--- src/core/bmd_regs.vh ---
`ifndef BMD_REGS_VH
`define BMD_REGS_VH
// core register offsets within every bank
`define BMD_OFF_INDIRECT_DATA 7'h00
`define BMD_OFF_PC_LOW 7'h02
`define BMD_OFF_STATUS 7'h03
`define BMD_OFF_POINTER 7'h04
`define BMD_OFF_PC_UPPER 7'h0A
`define BMD_OFF_INT_CTRL 7'h0B
// status field positions
`define BMD_STATUS_BANK_LOW 5
`define BMD_STATUS_BANK_HIGH 6
`define BMD_STATUS_IND_BANK 7
// vectors and reset values
`define BMD_RESET_VECTOR 13'h0000
`define BMD_INT_VECTOR 13'h0004
`define BMD_STATUS_RESET 8'h18
`define BMD_PC_UPPER_RESET 5'h00
`define BMD_INT_CTRL_RESET 8'h00
// general ram window within a bank
`define BMD_RAM_FIRST 7'h20
`define BMD_RAM_LAST 7'h7F
`define BMD_SHARED_FIRST 7'h70
`define BMD_SMALL_RAM1_END 7'h40
// program size variants
`define BMD_PROG_LAST_SMALL 13'h07FF
`define BMD_PROG_LAST_LARGE 13'h0FFF
`define BMD_ENDUR_FIRST_SMALL 13'h0780
`define BMD_ENDUR_FIRST_LARGE 13'h0F80
`define BMD_STACK_DEPTH 8
`endif

--- src/core/bmd_ret_stack.v ---
`timescale 1ns/1ps
`include "bmd_regs.vh"
// circular return-address stack; overflow wraps and overwrites oldest
module bmd_ret_stack #(
  parameter DEPTH = `BMD_STACK_DEPTH,
  parameter PTRW = 3
) (
  input wire clk,
  input wire reset,
  input wire push,
  input wire pop,
  input wire [12:0] push_addr,
  output wire [12:0] top_addr
);
  reg [12:0] mem_ff [0:DEPTH-1];
  reg [PTRW-1:0] ptr_ff;
  integer i;
  wire [PTRW-1:0] ptr_dec = ptr_ff - {{(PTRW-1){1'b0}}, 1'b1};

  assign top_addr = mem_ff[ptr_dec];

  always @(posedge clk or posedge reset) begin
    if (reset) begin
      ptr_ff <= {PTRW{1'b0}};
      for (i = 0; i < DEPTH; i = i + 1) begin
        mem_ff[i] <= 13'h0000;
      end
    end else if (push) begin
      mem_ff[ptr_ff] <= push_addr;
      ptr_ff <= ptr_ff + {{(PTRW-1){1'b0}}, 1'b1};
    end else if (pop) begin
      ptr_ff <= ptr_dec;
    end
  end
endmodule

--- src/core/bmd_memory_map.v ---
`timescale 1ns/1ps
`include "bmd_regs.vh"
module bmd_memory_map #(
  parameter LARGE = 1
) (
  input wire SYS_CLK,
  input wire RESET,
  input wire FETCH_ADV,
  input wire JUMP,
  input wire CALL,
  input wire RETURN,
  input wire INT_TAKE,
  input wire [10:0] JUMP_ADDR,
  input wire DATA_RD,
  input wire DATA_WR,
  input wire INDIRECT,
  input wire [6:0] DATA_ADDR,
  input wire [7:0] WR_DATA,
  output reg [12:0] PROG_ADDR,
  output reg PROG_ENDURANCE,
  output reg [7:0] RD_DATA,
  output reg [8:0] DATA_FULL_ADDR,
  output reg PERIPH_SEL,
  output reg [1:0] BANK_SEL
);
  localparam RAM_BYTES = LARGE ? 256 : 128;
  localparam [12:0] PROG_MASK = LARGE ? `BMD_PROG_LAST_LARGE : `BMD_PROG_LAST_SMALL;
  localparam [12:0] ENDUR_FIRST = LARGE ? `BMD_ENDUR_FIRST_LARGE : `BMD_ENDUR_FIRST_SMALL;
  localparam [7:0] BANK_SPAN = {1'b0, `BMD_SHARED_FIRST} - {1'b0, `BMD_RAM_FIRST};
  localparam [7:0] SHARED_BASE = LARGE ? 8'hF0 : 8'h70;

  reg [12:0] pc_ff;
  reg [12:0] nxt_pc;
  reg [7:0] status_ff;
  reg [7:0] pointer_ff;
  reg [4:0] pc_upper_ff;
  reg [7:0] int_ctrl_ff;
  reg [7:0] ram_ff [0:RAM_BYTES-1];
  reg [7:0] rd_value;
  wire [12:0] stack_top;
  wire [8:0] eff_addr;
  wire [6:0] eff_off;
  wire core_hit;
  wire ram_hit;
  wire [7:0] ram_index;
  wire stack_push;
  wire stack_pop;
  wire pc_low_wr;
  wire ram_wr;
  wire [12:0] ret_addr;

  ////////////////////////////////////////////////////////////////////
  // decode helpers

  // maps a 9-bit data address to a ram index; the shared window sits at the top of the array
  function [7:0] ram_idx;
    input [8:0] a;
    reg [7:0] base;
    begin
      case (a[8:7])
        2'b01: base = BANK_SPAN;
        2'b10: base = BANK_SPAN + BANK_SPAN;
        default: base = 8'h00;
      endcase
      if (a[6:0] >= `BMD_SHARED_FIRST)
        ram_idx = SHARED_BASE + {4'h0, a[3:0]};
      else
        ram_idx = {1'b0, a[6:0]} - {1'b0, `BMD_RAM_FIRST} + base;
    end
  endfunction

  // true when the address hits implemented general ram
  function ram_ok;
    input [8:0] a;
    begin
      if (a[6:0] < `BMD_RAM_FIRST)
        ram_ok = 1'b0;
      else if (a[6:0] >= `BMD_SHARED_FIRST)
        ram_ok = 1'b1;
      else if (LARGE)
        ram_ok = (a[8:7] != 2'b11);
      else
        ram_ok = (a[8:7] == 2'b00) || (a[8:7] == 2'b01 && a[6:0] < `BMD_SMALL_RAM1_END);
    end
  endfunction

  function is_core;
    input [6:0] off;
    begin
      is_core = (off == `BMD_OFF_INDIRECT_DATA) || (off == `BMD_OFF_PC_LOW) || (off == `BMD_OFF_STATUS) ||
        (off == `BMD_OFF_POINTER) || (off == `BMD_OFF_PC_UPPER) || (off == `BMD_OFF_INT_CTRL);
    end
  endfunction

  ////////////////////////////////////////////////////////////////////
  // data address formation

  // indirect reads the pointer with the indirect bank bit above it; direct uses the bank bits
  assign eff_addr = INDIRECT ? {status_ff[`BMD_STATUS_IND_BANK], pointer_ff}
    : {status_ff[`BMD_STATUS_BANK_HIGH], status_ff[`BMD_STATUS_BANK_LOW], DATA_ADDR};
  assign eff_off = eff_addr[6:0];
  assign core_hit = is_core(eff_off);
  assign ram_hit = ram_ok(eff_addr);
  assign ram_index = ram_idx(eff_addr);
  assign ram_wr = DATA_WR & ~core_hit & ram_hit;
  // a pc low write reaches the pc through the pointer too
  assign pc_low_wr = DATA_WR & core_hit & (eff_off == `BMD_OFF_PC_LOW);

  always @* begin
    rd_value = 8'h00;
    if (core_hit) begin
      case (eff_off)
        `BMD_OFF_PC_LOW: rd_value = pc_ff[7:0];
        `BMD_OFF_STATUS: rd_value = status_ff;
        `BMD_OFF_POINTER: rd_value = pointer_ff;
        `BMD_OFF_PC_UPPER: rd_value = {3'b000, pc_upper_ff};
        `BMD_OFF_INT_CTRL: rd_value = int_ctrl_ff;
        default: rd_value = 8'h00;
      endcase
    end else if (ram_hit) begin
      rd_value = ram_ff[ram_index];
    end
  end

  ////////////////////////////////////////////////////////////////////
  // program counter

  always @* begin
    nxt_pc = pc_ff;
    if (INT_TAKE)
      nxt_pc = `BMD_INT_VECTOR;
    else if (RETURN)
      nxt_pc = stack_top;
    else if (JUMP || CALL)
      nxt_pc = {pc_upper_ff[4:3], JUMP_ADDR};
    else if (pc_low_wr)
      nxt_pc = {pc_upper_ff, WR_DATA};
    else if (FETCH_ADV)
      nxt_pc = pc_ff + 13'h0001;
  end

  // a call loses to a return in the same cycle, so the stack grows only for an interrupt or for a call that the pc follows
  assign stack_push = INT_TAKE | (CALL & ~RETURN);
  assign stack_pop = RETURN & ~INT_TAKE;
  assign ret_addr = pc_ff + 13'h0001;

  bmd_ret_stack #(
    .DEPTH(`BMD_STACK_DEPTH),
    .PTRW(3)
  ) u_stack (
    .clk(SYS_CLK),
    .reset(RESET),
    .push(stack_push),
    .pop(stack_pop),
    .push_addr(ret_addr),
    .top_addr(stack_top)
  );

  ////////////////////////////////////////////////////////////////////
  // state registers

  always @(posedge SYS_CLK or posedge RESET) begin
    if (RESET) begin
      pc_ff <= `BMD_RESET_VECTOR;
      status_ff <= `BMD_STATUS_RESET;
      pointer_ff <= 8'h00;
      pc_upper_ff <= `BMD_PC_UPPER_RESET;
      int_ctrl_ff <= `BMD_INT_CTRL_RESET;
      PROG_ADDR <= `BMD_RESET_VECTOR;
      PROG_ENDURANCE <= 1'b0;
      RD_DATA <= 8'h00;
      DATA_FULL_ADDR <= 9'h000;
      PERIPH_SEL <= 1'b0;
      BANK_SEL <= 2'b00;
    end else begin
      pc_ff <= nxt_pc;
      PROG_ADDR <= nxt_pc & PROG_MASK;
      PROG_ENDURANCE <= ((nxt_pc & PROG_MASK) >= ENDUR_FIRST);
      RD_DATA <= DATA_RD ? rd_value : 8'h00;
      DATA_FULL_ADDR <= eff_addr;
      PERIPH_SEL <= (DATA_RD | DATA_WR) & ~core_hit & ~ram_hit & (eff_off < `BMD_RAM_FIRST);
      if (DATA_WR && core_hit) begin
        case (eff_off)
          `BMD_OFF_STATUS: begin
            status_ff <= WR_DATA;
            // the bank output moves with the status write, in step with the address decode
            BANK_SEL <= {WR_DATA[`BMD_STATUS_BANK_HIGH], WR_DATA[`BMD_STATUS_BANK_LOW]};
          end
          `BMD_OFF_POINTER: pointer_ff <= WR_DATA;
          `BMD_OFF_PC_UPPER: pc_upper_ff <= WR_DATA[4:0];
          `BMD_OFF_INT_CTRL: int_ctrl_ff <= WR_DATA;
          default: pointer_ff <= pointer_ff;
        endcase
      end
    end
  end

  // general ram has no reset, like static ram
  always @(posedge SYS_CLK) begin
    if (ram_wr)
      ram_ff[ram_index] <= WR_DATA;
  end
endmodule

--- config.mk ---
export PLATFORM = sky130hd
export DESIGN_NAME = bmd_memory_map
export DESIGN_NICKNAME = d
export VERILOG_FILES = /design/src/core/bmd_ret_stack.v /design/src/core/bmd_memory_map.v
export VERILOG_INCLUDE_DIRS = /design/src /design/src/core
export SDC_FILE = /design/constraint.sdc
export NUM_CORES = 2
export LEC_CHECK = 0
export ABC_AREA = 1
export BUFFER_PORTS_ARGS = -buffer_cell sky130_fd_sc_hd__buf_2
export CORE_ASPECT_RATIO = 1.2
export CORE_UTILIZATION = 24
export CTS_BUF_LIST = sky130_fd_sc_hd__clkbuf_8
export CTS_CLUSTER_SIZE = 30
export DETAILED_ROUTE_END_ITERATION = 12
export PLACE_DENSITY_LB_ADDON = 0.05
export SLEW_MARGIN = 10
export SYNTH_ARGS = -nofsm -noshare
export SYNTH_HDL_FRONTEND = slang
export SYNTH_SLANG_ARGS = --single-unit
--- constraint.sdc ---
create_clock -name SYS_CLK -period 11.1 [get_ports SYS_CLK]
set_input_delay 2.22 -clock SYS_CLK [delete_from_list [all_inputs] [get_ports SYS_CLK]]
set_output_delay 2.22 -clock SYS_CLK [all_outputs]
set_load 0.02 [all_outputs]
==> results.py <==
metrics = {
    "worst_setup_path": {
        "crit_fanout": 17,
        "critical_path_class": "input pin to flip-flop",
        "slowest_delay_ns": 0.86,
        "worstPathArrival_ns": 7.53,
        "critPathTopFamily": "simple AND/OR/NAND/NOR gates",
        "crit_slowest_cell": "nand2_1",
        "regToRegSetupSlack_ns": 5.48,
        "path_buf_inv": 5,
        "cpMostUsedCell": "nand2_1",
        "worstPathRequired_ns": 12.11,
        "path_cells": "buf_2 > o21ai_0 > nand2_1 > ha_1 > inv_1 > ha_1 > inv_1 > fa_1 > xnor2_1 > xor2_1 > nand2_1 > nand2_1 > inv_1 > nand2_1 > nor2_1 > nor2_1 > nand2_1 > inv_1 > nand2_1 > nor2_1 > nor2_1 > nor2_1",
        "critPathCaptureType": "flip-flop",
        "start_kind": "input pin",
    },
    "clock_tree": {
        "postCtsHoldBufs": 0,
        "cts_buffers": 402,
        "clkTransAtPathRegs_ns": 0.06,
        "clockRootBuffer": "clkbuf_8",
        "cts_tree": "yes",
        "clock-sinks": 2207,
        "clock_path_buffers": 4,
        "post_cts.repair.setup_buffers": 0,
        "h-tree-depth": 5,
        "clkLatencyLatePin_ns": 1.14,
        "cts-resized-gates": 0,
    },
    "global_route": {
        "grt_pass1_wl_mm": 511.9,
        "use_met2_pct": 30.82,
        "grt_antenna_before_repair": 37,
        "grt_remaining_overflow": 0,
        "grt.total_usage_pct": 17.76,
        "grt.met3_usage_pct": 2.239,
        "grt.busiest_layer": "met2",
        "grt_max_degree": 188,
        "use_met1_pct": 23.27,
        "grt_pass1_vias": 68386,
    },
    "yosys": {
        "ys_ff_latch": 2207,
        "avgSynthCellArea_um2": 9.904,
        "synth_top_area_share_pct": 64.13,
        "synth_fa_ha_area_share_pct": 0.1122,
        "synthTopCellsByCount": "3,534 x nand2_1, 2,048 x edfxtp_1, 1,093 x inv_1",
        "netlist_area_um2": 95900,
        "synth.largest_area_cell": "edfxtp_1",
        "synthXorXnorAreaFrac_pct": 0.1187,
        "yosys_warnings": 0,
        "ys.flop_type": "edfxtp_1",
        "synthArstFlopShare_pct": 7.204,
        "synth-seq-area-share_pct": 68.28,
        "yosysMostFrequentCell": "nand2_1",
        "synth_top_family_by_area": "simple AND/OR/NAND/NOR gates",
        "mappedNetlistNets": 9727,
        "synth_simple_gate_area_share_pct": 19.56,
        "synth_area_leaders": "edfxtp_1 64%, nand2_1 14%, inv_1 4.3%",
        "synth_compound_area_share_pct": 5.391,
        "syn_inst": 9683,
        "synth_edf_count": 2048,
        "muxShareOfSynthArea_pct": 0.01044,
        "yosysUniqueCellTypes": 42,
    },
    "finish": {
        "nNetsFinal": 9839,
        "drive_gt1_share_pct": 8.097,
        "layout.cells.non_filler": 15325,
        "area_growth_pct": 14.05,
        "fin_util_pct": 27.57,
    },
    "route": {
        "vias_per_cell": 4.304,
        "drc": 0,
        "ant_nets": 0,
        "initialDrtViolationCount": 4412,
        "vias": 65958,
        "wl_per_cell_um": 23.61,
        "routed_wl_mm": 361.9,
        "firstDrtPassIters": 6,
    },
    "sta": {
        "worst_slew_pin_slew_ns": 1.125,
        "fmax_mhz": 153.5,
        "drv_slew": 0,
        "relSlewSlack_pct": 25.01,
        "finalHoldViolations": 0,
        "setup_tns_ns": 0,
        "finalCriticalPeriod_ns": 6.516,
        "rsz0062_at_grt": "false",
        "setup_viol": 0,
        "fin_crit_sh_pct": 58.71,
        "setup_ws_ns": 4.584,
        "skew_ns": 0.06493,
    },
    "placement": {
        "dp_cells": 14618,
        "io_buffers": 68,
        "dp_hpwl_mm": 210.0,
        "gp_congestion": 0.7844,
        "place_ws_ns": 3.521,
    },
    "floorplan": {
        "fp.dieW_um": 579.1,
        "dieArea_um2": 402100,
        "std_cell_rows": 253,
        "die_h_um": 694.5,
        "start_util_pct": 24.18,
        "pin_count": 70,
        "core_area_um2": 396600,
    },
    "run_status": {
        "status": "finished, final reports clean",
    },
    "job": {
        "cap_violations": 0,
    },
    "worst_hold_path": {
        "min_path_type": "flip-flop to flip-flop",
    },
    "power": {
        "p_leak_nw": 44.12,
        "ir_worst_vdd_mv": 0.1064,
        "p_per_area_nw_per_um2": 180.1,
    },
}
==> state kept, by name, indices dropped and copies added (netlist names) <==
register	cells
BANK_SEL	1
DATA_FULL_ADDR	9
PERIPH_SEL	1
PROG_ADDR	12
PROG_ENDURANCE	1
RD_DATA	8
int_ctrl_ff	8
pc_upper_ff	5
pointer_ff	8
ram_ff	2048
status_ff	7
u_stack.mem_ff	96
u_stack.ptr_ff	3
==> worst reg2reg max path, cell delays in order (launching register included) <==
cell     delay, ns
dfrtp_1       0.43
o21ai_0       0.43
nand2_1       0.18
ha_1          0.30
inv_1         0.05
ha_1          0.13
inv_1         0.06
fa_1          0.43
xnor2_1       0.18
xor2_1        0.52
nand2_1       0.17
nand2_1       0.37
inv_1         0.38
nand2_1       0.87
nor2_1        0.26
nor2_1        0.17
nand2_1       0.16
inv_1         0.10
nand2_1       0.06
nor2_1        0.10
nor2_1        0.06
nor2_1        0.10
==> per-stage QoR <==
step / power [mW] / instance area [um2] / hold slack, ns
5_1_grt: 20.63 / 109400 / 0.4899
6_report: 19.70 / 109400 / 0.4667
2_1_floorplan: 11.14 / 95900 / 0.4366
4_1_cts: 20.09 / 109400 / 0.4689
3_3_place_gp: 12.58 / 102100 / 0.4499
3_5_place_dp: 12.57 / 102100 / 0.4545
==> report_power, final <==
group	leakage [nW]	switching [mW]	internal, mW	total (mW)
combinational	19.5	2.21	0.655	2.86
sequential	20.5	0.147	9.30	9.45
clock	4.15	3.67	3.72	7.39
==> final timing paths <==
| kind | startpoint | endpoint | cells past startpoint |
|---|---|---|---|
| worst min register to register | u_stack.mem_ff[2] | u_stack.mem_ff[2] | 2 |
| min in group asynchronous | RESET | u_stack.mem_ff[21] | 2 |
| worst min-delay path | u_stack.mem_ff[2] | u_stack.mem_ff[2] | 2 |
| worst max register to register | BANK_SEL[0] | RD_DATA[0] | 21 |
| max in group asynchronous | RESET | RD_DATA[6] | 4 |
| worst max-delay path | INDIRECT | RD_DATA[0] | 22 |
==> per-layer routing <==
| metal | up-vias | share of wire [%] |
|---|---|---|
| li1 | 31455 | - |
| met3 | 452 | 3.9 |
| met2 | 1397 | 49 |
| met5 | - | 0 |
| met1 | 32654 | 45 |
| met4 | 0 | 2.2 |
==> cells in the final DEF, fill, tap and decap left out, types with 11 or more instances in the layout <==
cell,instances
nand2_1,3521
edfxtp_1,2048
inv_1,1208
nor2_1,1046
o21ai_1,638
clkbuf_8,418
o21ai_0,259
dfrtp_1,156
nand3_1,118
buf_4,105
clkinv_1,97
or2_2,81
a21oi_1,74
buf_2,60
clkinv_2,41
nand3b_1,32
buf_12,18
nor3_1,13
nand2_2,12
bufinv_16,11
==> kinds of logic (layout without fill, tap and decap cells) <==
kind of cell | after synthesis | in the layout
adder cells (fa/ha/maj) | 8 | 8
AND/OR/NAND/NOR | 4852 | 4852
flip-flops | 2207 | 2207
AO/OA/AOI/OAI | 1009 | 1009
multiplexers | 1 | 1
XOR/XNOR | 13 | 13
buffers and inverters | 1592 | 1999
other | 1 | 9
==> layout make-up <==
| type | count | area (um2) |
|---|---|---|
| clock buffers | 418 | 5753 |
| repair buffers | 191 | 1569 |
| diodes | 8 | 20.02 |
| well taps | 5227 | 6540 |
| clock inverters | 281 | 1513 |
| inverters | 1109 | 4180 |
| flip-flops and latches | 2207 | 65480 |
| fillers | 42239 | 287300 |
| multi-input cells | 5884 | 24310 |
Note: power is estimated with default switching activity, not from simulation.
